===== config.mk =====
export PLATFORM = sky130hd
export DESIGN_NAME = frs_sequencer
export DESIGN_NICKNAME = d
export VERILOG_FILES = /design/src/rtl/frs_pkg.sv /design/src/rtl/frs_block_ram.sv /design/src/rtl/frs_sequencer.sv
export SDC_FILE = /design/constraint.sdc
export NUM_CORES = 2
export LEC_CHECK = 0
export CORE_MARGIN = 2
export CORE_UTILIZATION = 50
export CTS_BUF_LIST = sky130_fd_sc_hd__clkbuf_8
export CTS_CLUSTER_DIAMETER = 80
export DETAILED_ROUTE_END_ITERATION = 8
export DONT_BUFFER_PORTS = 1
export GPL_ROUTABILITY_DRIVEN = 0
export PLACE_DENSITY_LB_ADDON = 0.08
export SLEW_MARGIN = 40
export SYNTH_ARGS = -nofsm -noshare
export SYNTH_HDL_FRONTEND = slang
export SYNTH_HIERARCHICAL = 1
export SYNTH_SLANG_ARGS = --single-unit

===== constraint.sdc =====
create_clock -name ref_clk_i -period 4.3 [get_ports ref_clk_i]
set_input_delay 0.215 -clock ref_clk_i [delete_from_list [all_inputs] [get_ports ref_clk_i]]
set_output_delay 0.215 -clock ref_clk_i [all_outputs]
set_load 0.03 [all_outputs]

===== src/rtl/frs_pkg.sv =====
// Constants and types shared by the flash rewrite sequencer files.
// Function
// - Once authentication passes, erase the target area with a block erase sequence.
// - Request write data from the host only after the erase has completed.
// - Each downloaded block is held in internal RAM before programming.
// - A writing end command stops requests, skips downloads and ends the rewrite.
// - Each received block is programmed as one 512-byte program operation.
// - Steps run in order: authenticate, erase, then download and program per block.
// - The sequence starts only after a start command from the host.
// - With target in another bank, the rewrite may run without copying code to RAM.
// - Erase loads address and entry, then writes 0x20 and then 0xd0.
// - Program writes 0xe8, 0x80, 512 bytes as words, then 0xd0.
// - Poll the ready flag; on timeout flag an error and issue forced end.
// - After each erase or program, check the command lock flag for errors.
package frs_pkg;

   // Clock rate and the ready poll timeout.
   localparam int unsigned FRS_CLK_MHZ = 20;
   localparam int unsigned FRS_TIMEOUT_US = 2000;
   localparam int unsigned FRS_TIMEOUT_CYC = FRS_TIMEOUT_US * FRS_CLK_MHZ;
   // The ready flag is ignored for this many cycles after each 0xd0 go command.
   localparam logic [19:0] FRS_RDY_BLANK = 20'h00002;

   // Block geometry: 512 bytes moved as 128 words of 32 bits.
   localparam int unsigned FRS_BLOCK_BYTES = 512;
   localparam int unsigned FRS_BLOCK_WORDS = FRS_BLOCK_BYTES / 4;
   localparam logic [6:0] FRS_LAST_WORD = 7'h7f;
   localparam logic [7:0] FRS_WORDS_PER_BLK = 8'h80;
   localparam logic [31:0] FRS_BLOCK_STEP = 32'h0000_0200;

   // Command codes written to the flash command area.
   localparam logic [31:0] FRS_CMD_ERASE = 32'h0000_0020;
   localparam logic [31:0] FRS_CMD_PROG = 32'h0000_00e8;
   localparam logic [31:0] FRS_CMD_PROG_CF = 32'h0000_0080;
   localparam logic [31:0] FRS_CMD_GO = 32'h0000_00d0;
   localparam logic [31:0] FRS_CMD_FORCE = 32'h0000_00ff;

   // Register byte offsets.
   localparam logic [7:0] FRS_OFS_CTRL = 8'h00;
   localparam logic [7:0] FRS_OFS_AREA = 8'h04;
   localparam logic [7:0] FRS_OFS_ENTRY = 8'h08;
   localparam logic [7:0] FRS_OFS_STATUS = 8'h0c;
   localparam logic [7:0] FRS_OFS_IRQ_STAT = 8'h10;
   localparam logic [7:0] FRS_OFS_IRQ_MASK = 8'h14;

   // Reset values.
   localparam logic [2:0] FRS_CTRL_RST = 3'h0;
   localparam logic [31:0] FRS_AREA_RST = 32'h0000_0000;
   localparam logic [15:0] FRS_ENTRY_RST = 16'h0000;
   localparam logic [4:0] FRS_IRQ_RST = 5'h00;

   // Field positions.
   localparam int unsigned FRS_CTRL_DIRECT = 0;
   localparam int unsigned FRS_CTRL_BANK_LSB = 1;
   localparam int unsigned FRS_ADDR_BANK_LSB = 22;
   localparam int unsigned FRS_IRQ_DONE = 0;
   localparam int unsigned FRS_IRQ_AUTH = 1;
   localparam int unsigned FRS_IRQ_TMO = 2;
   localparam int unsigned FRS_IRQ_LOCK = 3;
   localparam int unsigned FRS_IRQ_BLK = 4;

   // Sequencer states, one-hot.
   typedef enum logic [13:0] {
      S_IDLE = 14'h0001,
      S_COPY = 14'h0002,
      S_AUTH = 14'h0004,
      S_ERASE = 14'h0008,
      S_ERASE_GO = 14'h0010,
      S_WAIT = 14'h0020,
      S_CHECK = 14'h0040,
      S_REQ = 14'h0080,
      S_DL = 14'h0100,
      S_PROG = 14'h0200,
      S_PROG_CF = 14'h0400,
      S_PROG_DATA = 14'h0800,
      S_PROG_GO = 14'h1000,
      S_FORCE = 14'h2000
   } frs_state_e;

endpackage


===== src/rtl/frs_block_ram.sv =====
// Block buffer RAM holding one downloaded 512-byte block.
`timescale 1ns/100ps
module frs_block_ram (
   // Clock and reset.
   input wire logic ref_clk_i,
   input wire logic rst_n_i,
   // Write port.
   input wire logic wr_en_i,
   input wire logic [6:0] wr_addr_i,
   input wire logic [31:0] wr_data_i,
   // Read port, data one cycle after the address.
   input wire logic [6:0] rd_addr_i,
   output logic [31:0] rd_data_o
);
   import frs_pkg::*;

   logic [31:0] mem_q [0:FRS_BLOCK_WORDS-1];
   logic [31:0] rd_data_q;

   // The array has no reset; software never sees stale words since a
   // block is always fully downloaded before it is read out.
   always_ff @(posedge ref_clk_i) begin
      if (wr_en_i) begin
         mem_q[wr_addr_i] <= wr_data_i;
      end
   end

   // Registered read keeps the flash data path free of array delay.
   always_ff @(posedge ref_clk_i) begin
      if (!rst_n_i) begin
         rd_data_q <= 32'h0000_0000;
      end else begin
         rd_data_q <= mem_q[rd_addr_i];
      end
   end

   assign rd_data_o = rd_data_q;

endmodule


===== src/rtl/frs_sequencer.sv =====
// Flash rewrite sequencer with Wishbone registers and flash command port.
`timescale 1ns/100ps
module frs_sequencer #(
   parameter int unsigned TIMEOUT_CYC = frs_pkg::FRS_TIMEOUT_CYC
) (
   // Clock and reset.
   input wire logic ref_clk_i,
   input wire logic rst_n_i,
   // Wishbone slave.
   input wire logic wb_cyc_i,
   input wire logic wb_stb_i,
   input wire logic wb_we_i,
   input wire logic [7:0] wb_adr_i,
   input wire logic [31:0] wb_dat_i,
   input wire logic [3:0] wb_sel_i,
   output logic [31:0] wb_dat_o,
   output logic wb_ack_o,
   // Host command link.
   input wire logic host_start_i,
   input wire logic host_end_i,
   input wire logic dl_valid_i,
   input wire logic [31:0] dl_data_i,
   output logic data_req_o,
   // Authentication and code copy handshakes.
   output logic auth_req_o,
   input wire logic auth_done_i,
   input wire logic auth_ok_i,
   output logic copy_req_o,
   input wire logic copy_done_i,
   // Flash command interface.
   output logic flash_cmd_wr_o,
   output logic [31:0] flash_cmd_data_o,
   output logic [31:0] flash_start_address_o,
   output logic [15:0] flash_entry_select_o,
   input wire logic sequencer_ready_flag_i,
   input wire logic command_lock_flag_i,
   // Interrupt.
   output logic irq_o
);
   import frs_pkg::*;

   localparam logic [19:0] TMO_LAST = 20'(TIMEOUT_CYC - 1);

   // Byte lane mask from Wishbone select.
   function automatic logic [31:0] frs_wmask(input logic [3:0] sel);
      logic [31:0] m;
      m = 32'h0000_0000;
      for (int i = 0; i < 4; i++) begin
         m[8*i +: 8] = {8{sel[i]}};
      end
      return m;
   endfunction

   // Word decode of a register offset.
   function automatic logic frs_hit(input logic [7:0] adr,
                                    input logic [7:0] ofs);
      return adr[7:2] == ofs[7:2];
   endfunction

   frs_state_e state_q, state_d;
   logic [6:0] cnt_q, cnt_d;
   logic [19:0] tmo_q, tmo_d;
   logic op_prog_q, op_prog_d;
   logic end_seen_q, end_seen_d;
   logic erased_q, erased_d;
   logic [31:0] addr_q, addr_d;
   logic [7:0] blk_q, blk_d;
   logic fwr_q, fwr_d;
   logic [31:0] fdat_q, fdat_d;
   logic req_q, req_d;
   logic [4:0] ev;
   logic direct_ok;
   logic ram_we;
   logic [6:0] ram_raddr;
   logic [31:0] ram_rdata;
   logic [2:0] ctrl_q, ctrl_d;
   logic [31:0] area_q, area_d;
   logic [15:0] entry_q, entry_d;
   logic [4:0] mask_q, mask_d;
   logic [4:0] stat_q, stat_d;
   logic ack_q, ack_d;
   logic [31:0] rdat_q, rdat_d;
   logic wb_req, wb_wr;
   logic [31:0] wm;

   // Direct run from flash only when the target bank differs from the
   // code bank; otherwise the code copy to RAM must finish first.
   assign direct_ok = ctrl_q[FRS_CTRL_DIRECT] &&
      (area_q[FRS_ADDR_BANK_LSB +: 2] != ctrl_q[FRS_CTRL_BANK_LSB +: 2]);

   // Block buffer: download writes, programming reads one word ahead.
   assign ram_we = (state_q == S_DL) && dl_valid_i && !host_end_i;
   assign ram_raddr = (state_q == S_PROG_CF) ? 7'h00 : 7'(cnt_q + 7'h01);

   frs_block_ram u_ram (
      .ref_clk_i(ref_clk_i),
      .rst_n_i(rst_n_i),
      .wr_en_i(ram_we),
      .wr_addr_i(cnt_q),
      .wr_data_i(dl_data_i),
      .rd_addr_i(ram_raddr),
      .rd_data_o(ram_rdata)
   );

   // Sequencer next state.
   always_comb begin
      state_d = state_q;
      cnt_d = cnt_q;
      tmo_d = tmo_q;
      op_prog_d = op_prog_q;
      erased_d = erased_q;
      addr_d = addr_q;
      blk_d = blk_q;
      fwr_d = 1'b0;
      fdat_d = fdat_q;
      req_d = 1'b0;
      ev = 5'h00;
      end_seen_d = end_seen_q | (host_end_i && state_q != S_IDLE);
      case (state_q)
         S_IDLE: begin
            if (host_start_i) begin
               end_seen_d = 1'b0;
               erased_d = 1'b0;
               blk_d = 8'h00;
               addr_d = area_q;
               state_d = direct_ok ? S_AUTH : S_COPY;
            end
         end
         S_COPY: begin
            if (copy_done_i) begin
               state_d = S_AUTH;
            end
         end
         S_AUTH: begin
            if (auth_done_i) begin
               if (auth_ok_i) begin
                  state_d = S_ERASE;
               end else begin
                  ev[FRS_IRQ_AUTH] = 1'b1;
                  state_d = S_IDLE;
               end
            end
         end
         S_ERASE: begin
            fwr_d = 1'b1;
            fdat_d = FRS_CMD_ERASE;
            state_d = S_ERASE_GO;
         end
         S_ERASE_GO: begin
            fwr_d = 1'b1;
            fdat_d = FRS_CMD_GO;
            op_prog_d = 1'b0;
            tmo_d = 20'h00000;
            state_d = S_WAIT;
         end
         S_WAIT: begin
            // Ready is blanked briefly so the flag left over from the
            // previous operation is not taken as completion.
            if (sequencer_ready_flag_i && tmo_q >= FRS_RDY_BLANK) begin
               state_d = S_CHECK;
            end else if (tmo_q == TMO_LAST) begin
               ev[FRS_IRQ_TMO] = 1'b1;
               state_d = S_FORCE;
            end else begin
               tmo_d = 20'(tmo_q + 20'h00001);
            end
         end
         S_CHECK: begin
            if (command_lock_flag_i) begin
               ev[FRS_IRQ_LOCK] = 1'b1;
               state_d = S_IDLE;
            end else if (op_prog_q) begin
               ev[FRS_IRQ_BLK] = 1'b1;
               blk_d = 8'(blk_q + 8'h01);
               addr_d = 32'(addr_q + FRS_BLOCK_STEP);
               state_d = S_REQ;
            end else begin
               erased_d = 1'b1;
               state_d = S_REQ;
            end
         end
         S_REQ: begin
            if (end_seen_d) begin
               ev[FRS_IRQ_DONE] = 1'b1;
               state_d = S_IDLE;
            end else begin
               req_d = 1'b1;
               cnt_d = 7'h00;
               state_d = S_DL;
            end
         end
         S_DL: begin
            if (host_end_i) begin
               ev[FRS_IRQ_DONE] = 1'b1;
               state_d = S_IDLE;
            end else if (dl_valid_i) begin
               cnt_d = 7'(cnt_q + 7'h01);
               if (cnt_q == FRS_LAST_WORD) begin
                  state_d = S_PROG;
               end
            end
         end
         S_PROG: begin
            fwr_d = 1'b1;
            fdat_d = FRS_CMD_PROG;
            state_d = S_PROG_CF;
         end
         S_PROG_CF: begin
            fwr_d = 1'b1;
            fdat_d = FRS_CMD_PROG_CF;
            cnt_d = 7'h00;
            state_d = S_PROG_DATA;
         end
         S_PROG_DATA: begin
            fwr_d = 1'b1;
            fdat_d = ram_rdata;
            cnt_d = 7'(cnt_q + 7'h01);
            if (cnt_q == FRS_LAST_WORD) begin
               state_d = S_PROG_GO;
            end
         end
         S_PROG_GO: begin
            fwr_d = 1'b1;
            fdat_d = FRS_CMD_GO;
            op_prog_d = 1'b1;
            tmo_d = 20'h00000;
            state_d = S_WAIT;
         end
         S_FORCE: begin
            fwr_d = 1'b1;
            fdat_d = FRS_CMD_FORCE;
            state_d = S_IDLE;
         end
         default: begin
            state_d = S_IDLE;
         end
      endcase
   end

   // Sequencer registers.
   always_ff @(posedge ref_clk_i) begin
      if (!rst_n_i) begin
         state_q <= S_IDLE;
         cnt_q <= 7'h00;
         tmo_q <= 20'h00000;
         op_prog_q <= 1'b0;
         end_seen_q <= 1'b0;
         erased_q <= 1'b0;
         addr_q <= FRS_AREA_RST;
         blk_q <= 8'h00;
         fwr_q <= 1'b0;
         fdat_q <= 32'h0000_0000;
         req_q <= 1'b0;
      end else begin
         state_q <= state_d;
         cnt_q <= cnt_d;
         tmo_q <= tmo_d;
         op_prog_q <= op_prog_d;
         end_seen_q <= end_seen_d;
         erased_q <= erased_d;
         addr_q <= addr_d;
         blk_q <= blk_d;
         fwr_q <= fwr_d;
         fdat_q <= fdat_d;
         req_q <= req_d;
      end
   end

   // Bus side next values; the answer comes one cycle after the request.
   always_comb begin
      wb_req = wb_cyc_i && wb_stb_i && !ack_q;
      wb_wr = wb_req && wb_we_i;
      wm = frs_wmask(wb_sel_i);
      ack_d = wb_req;
      ctrl_d = ctrl_q;
      area_d = area_q;
      entry_d = entry_q;
      mask_d = mask_q;
      rdat_d = rdat_q;
      if (wb_wr && frs_hit(wb_adr_i, FRS_OFS_CTRL)) begin
         ctrl_d = (ctrl_q & ~wm[2:0]) | (wb_dat_i[2:0] & wm[2:0]);
      end
      if (wb_wr && frs_hit(wb_adr_i, FRS_OFS_AREA)) begin
         area_d = (area_q & ~wm) | (wb_dat_i & wm);
      end
      if (wb_wr && frs_hit(wb_adr_i, FRS_OFS_ENTRY)) begin
         entry_d = (entry_q & ~wm[15:0]) | (wb_dat_i[15:0] & wm[15:0]);
      end
      if (wb_wr && frs_hit(wb_adr_i, FRS_OFS_IRQ_MASK)) begin
         mask_d = (mask_q & ~wm[4:0]) | (wb_dat_i[4:0] & wm[4:0]);
      end
      // A new event wins over a write-one clear in the same cycle.
      stat_d = stat_q | ev;
      if (wb_wr && frs_hit(wb_adr_i, FRS_OFS_IRQ_STAT)) begin
         stat_d = (stat_q & ~(wb_dat_i[4:0] & wm[4:0])) | ev;
      end
      if (wb_req) begin
         case (wb_adr_i[7:2])
            FRS_OFS_CTRL[7:2]: rdat_d = {29'h0, ctrl_q};
            FRS_OFS_AREA[7:2]: rdat_d = area_q;
            FRS_OFS_ENTRY[7:2]: rdat_d = {16'h0, entry_q};
            FRS_OFS_STATUS[7:2]:
               rdat_d = {6'h0, erased_q, end_seen_q, blk_q, 2'h0, state_q};
            FRS_OFS_IRQ_STAT[7:2]: rdat_d = {27'h0, stat_q};
            FRS_OFS_IRQ_MASK[7:2]: rdat_d = {27'h0, mask_q};
            default: rdat_d = 32'h0000_0000;
         endcase
      end
   end

   // Bus side registers.
   always_ff @(posedge ref_clk_i) begin
      if (!rst_n_i) begin
         ack_q <= 1'b0;
         rdat_q <= 32'h0000_0000;
         ctrl_q <= FRS_CTRL_RST;
         area_q <= FRS_AREA_RST;
         entry_q <= FRS_ENTRY_RST;
         mask_q <= FRS_IRQ_RST;
         stat_q <= FRS_IRQ_RST;
      end else begin
         ack_q <= ack_d;
         rdat_q <= rdat_d;
         ctrl_q <= ctrl_d;
         area_q <= area_d;
         entry_q <= entry_d;
         mask_q <= mask_d;
         stat_q <= stat_d;
      end
   end

   // Outputs.
   assign wb_ack_o = ack_q;
   assign wb_dat_o = rdat_q;
   assign data_req_o = req_q;
   assign auth_req_o = (state_q == S_AUTH);
   assign copy_req_o = (state_q == S_COPY);
   assign flash_cmd_wr_o = fwr_q;
   assign flash_cmd_data_o = fdat_q;
   assign flash_start_address_o = addr_q;
   assign flash_entry_select_o = entry_q;
   assign irq_o = |(stat_q & mask_q);

   // Helper: counts data words written in one program operation.
   logic [7:0] a_words_q;
   always_ff @(posedge ref_clk_i) begin
      if (!rst_n_i || state_q == S_PROG_CF) begin
         a_words_q <= 8'h00;
      end else if (state_q == S_PROG_DATA) begin
         a_words_q <= 8'(a_words_q + 8'h01);
      end
   end
endmodule


==> flow_summary_export.csv <==
group,metric,value,unit
status,status,"finished, final reports clean",
yosys,ys_seq_elements,4340,
power,power_density,413,nW/µm²
yosys,synth_top_area_share,73.0,%
placed_design,dp_slack,-443,ps
clock_tree,clkSinkCount,4340,
yosys,syn_nets,9025,
route,wl,510000,µm
worst_setup_path,cp-start-kind,"flip-flop",
global_routing,track_usage,29.5,%
die,rows,213,
clock_tree,clockBufferDepth,4,
timing,finalMaxSlewViolations,0,
placed_design,placed_cells,13600,
die,start_util,50.1,%
timing,fin_crit_sh,98.5,%
route,vias_per_cell,6.21,
timing,max_slew.worst_pin.slew,1110,ps
timing,setup_ws,64.8,ps
global_routing,grtUsageMet3,6.86,%
final_layout,fin_cells,15100,
placed_design,io_buffers,0,
power,power.total,80.6,mW
yosys,netlist_area,169000,µm²
clock_tree,clockRootBuffer,"clkbuf_8",
global_routing,grt_antenna_before_repair,35,
yosys,yosys.area_share.adder,0.0371,%
final_layout,syn_to_final_growth,15.7,%
worst_setup_path,crit_required,5430,ps
job,drv_cap,0,
yosys,yosys-top-cells-count,"edfxtp_1, mux2i_1, a22oi_1",
worst_setup_path,cp_max_fo,37,
timing,relSlewSlack,26.1,%
timing,worst_clock_skew,62.9,ps
final_layout,drive_gt1_share,22.1,%
yosys,synth_most_common_cell,"edfxtp_1",
clock_tree,cts_buffers,705,
yosys,synthSimpleGateAreaFrac,2.81,%
yosys,synth-xor-area-share,0.0883,%
clock_tree,tritoncts,"yes",
yosys,synth-edff-count,4096,
timing,min_period,4240,ps
global_routing,met1_usage,40.2,%
clock_tree,cts_max_level,6,
worst_setup_path,timing.critical_path.arrival,5360,ps
die,die-area,342000,µm²
worst_setup_path,end_kind,"flip-flop",
route,wl_per_cell,33.8,µm
global_routing,grt.overflow.total,0,
global_routing,met2_usage,45.3,%
yosys,async_flop_share,0,%
clock_tree,clk_pin_slew,60,ps
yosys,synth_top_family_by_area,"multiplexers",
placed_design,post-dp-hpwl,297000,µm
clock_tree,clk_latency,1250,ps
yosys,synth-compound-area-share,5.99,%
yosys,synth_mux_area_share,13.5,%
global_routing,grt_max_degree,129,
yosys,yosys-top-cells-area,"edfxtp_1, mux4_2, mux2i_1, dfxtp_1, a22oi_1",
route,vias,93700,
yosys,yosysWarnings,6,
die,die_y,585,µm
global_routing,grt_pass1_vias,92500,
power,ir_drop,0.000325,V
global_routing,grt_busiest_layer,"met2",
timing,setup_viol_count_final,0,
die,io_pins,207,
die,die_x,585,µm
route,drc_errors,0,
yosys,yosys.area.top_type,"edfxtp_1",
timing,fmax,236,MHz
yosys,synth-main-ff-cell,"edfxtp_1",
yosys,yosysUniqueCellTypes,86,
route,drt_pre_antenna_iters,6,
global_routing,grt_pass1_wl,706000,µm
clock_tree,cts_setup_buffers,0,
route,dr.first_iter.drc_count,11900,
worst_setup_path,critPathKind,"reg2reg",
yosys,synth_area_per_cell,18.9,µm²
final_layout,final_cell_area,195000,µm²
placed_design,dpl_cell_area,180000,µm²
yosys,syn_inst,8931,
timing,hold_violations,0,
yosys,yosysSeqAreaShare,75.9,%
route,detail-route-antenna-nets,0,
final_layout,nFillCells,25300,
die,core_area,336000,µm²
worst_hold_path,hold_path_class,"in2reg",
timing,rsz0062_at_grt,"no",
power,p_leak,70.3,nW
final_layout,nets,10100,
## where the power goes
part | leakage (nW) | total, mW | switching, mW | internal, mW
registers | 38.8 | 46.5 | 0.233 | 46.3
clock network | 7.38 | 32.4 | 16.3 | 16.1
logic | 24.1 | 1.68 | 1.32 | 0.361
## sequential cells by signal (all words and copies together), names as in the netlist, 8 cells and up, named ones only
signal                 cells
flash_start_address_o     32
flash_cmd_data_o          32
wb_dat_o                  32
blk_q                      8
state_q                   14
u_ram/mem_q             4096
tmo_q                     20
u_ram/rd_data_o           32
## cells by family (layout without fill, tap and decap cells)
kind of cell,Yosys count,count (layout)
AND/OR/NAND/NOR,981,981
multiplexers,1651,1651
flip-flops,4340,4340
XOR/XNOR,17,17
buffers and inverters,566,2187
AO/OA/AOI/OAI,1371,1371
other,0,20
adder cells (fa/ha/maj),5,5
## cell type report
| class | count | area (µm²) | share of cell area (%) |
|---|---|---|---|
| Antenna cell | 20 | 50.0 | 0.0257 |
| Tap cell | 4515 | 5650 | 2.90 |
| Multi-Input combinational cell | 4025 | 39100 | 20.1 |
| Clock buffer | 726 | 9990 | 5.12 |
| Timing Repair Buffer | 938 | 9750 | 5.00 |
| Inverter | 20 | 82.6 | 0.0423 |
| Clock inverter | 503 | 2540 | 1.30 |
| Sequential cell | 4340 | 128000 | 65.6 |
## stage by stage
| stage | utilization (%) | hold WS [ps] | setup TNS, ps |
|---|---|---|---|
| finish | 58.0 | 35.4 | 0 |
| global route | 58.0 | 31.4 | 0 |
| CTS | 58.0 | 10.3 | 0 |
| detailed placement | 53.5 | 299 | -1360 |
| global placement | 53.5 | 305 | -1200 |
| floorplan | - | 294 | -12580 |
## worst paths after layout
| check | slack, ps | cells past startpoint | startpoint | to |
|---|---|---|---|---|
| min reg2reg | 480 | 2 | flip-flop | flip-flop |
| max | 60 | 14 | state_q[1] | u_ram/rd_data_o[13] |
| max reg2reg | 60 | 14 | state_q[1] | u_ram/rd_data_o[13] |
| min | 40 | 6 | auth_done_i | state_q[0] |
## critical path: stages, from the launching register on
cell,delay (ps)
dfxtp_1,320
nor4_2,400
nand3_1,230
nor4_4,230
buf_12,200
nor2_4,70
nor2b_4,480
buf_8,240
buf_12,230
a22oi_1,110
and3_1,290
a21oi_2,290
buf_4,190
nand4_1,260
o41a_1,480
## what timing repair did
item | 4_1_cts | 5_1_grt
hold buffers | 199 | 3
setup endpoints to repair | 4 | 4
endpoints found under the hold margin | 4400 | 29
gates resized for setup | 4 | 4
## cell usage in the layout, fill, tap and decap left out, types with 19 or more instances in the layout
master	n
a21o_1	64
a21oi_1	171
a221oi_1	87
a22o_1	57
a22oi_1	612
and3_1	47
buf_12	126
buf_16	35
buf_4	598
clkbuf_8	726
clkinv_1	140
clkinv_2	40
dfxtp_1	244
diode_2	20
dlygate4sd3_1	166
edfxtp_1	4096
inv_1	283
mux2_2	20
mux2i_1	1129
mux4_2	502
nand2_1	191
nand3_1	179
nand4_1	51
nor2_1	188
nor2_4	127
nor3_1	21
o2111ai_1	34
o21a_1	40
o21ai_0	92
o21ai_1	19
o221ai_1	28
o2bb2a_1	27
o41a_1	29
or3_1	30
## routing by layer
metal	vias to the layer above	routed length, µm
met5	-	49
met4	6	27200
met3	916	51200
met2	4833	234000
met1	48800	198000
li1	39100	-
No activity file was read; power rests on OpenSTA's default activity.
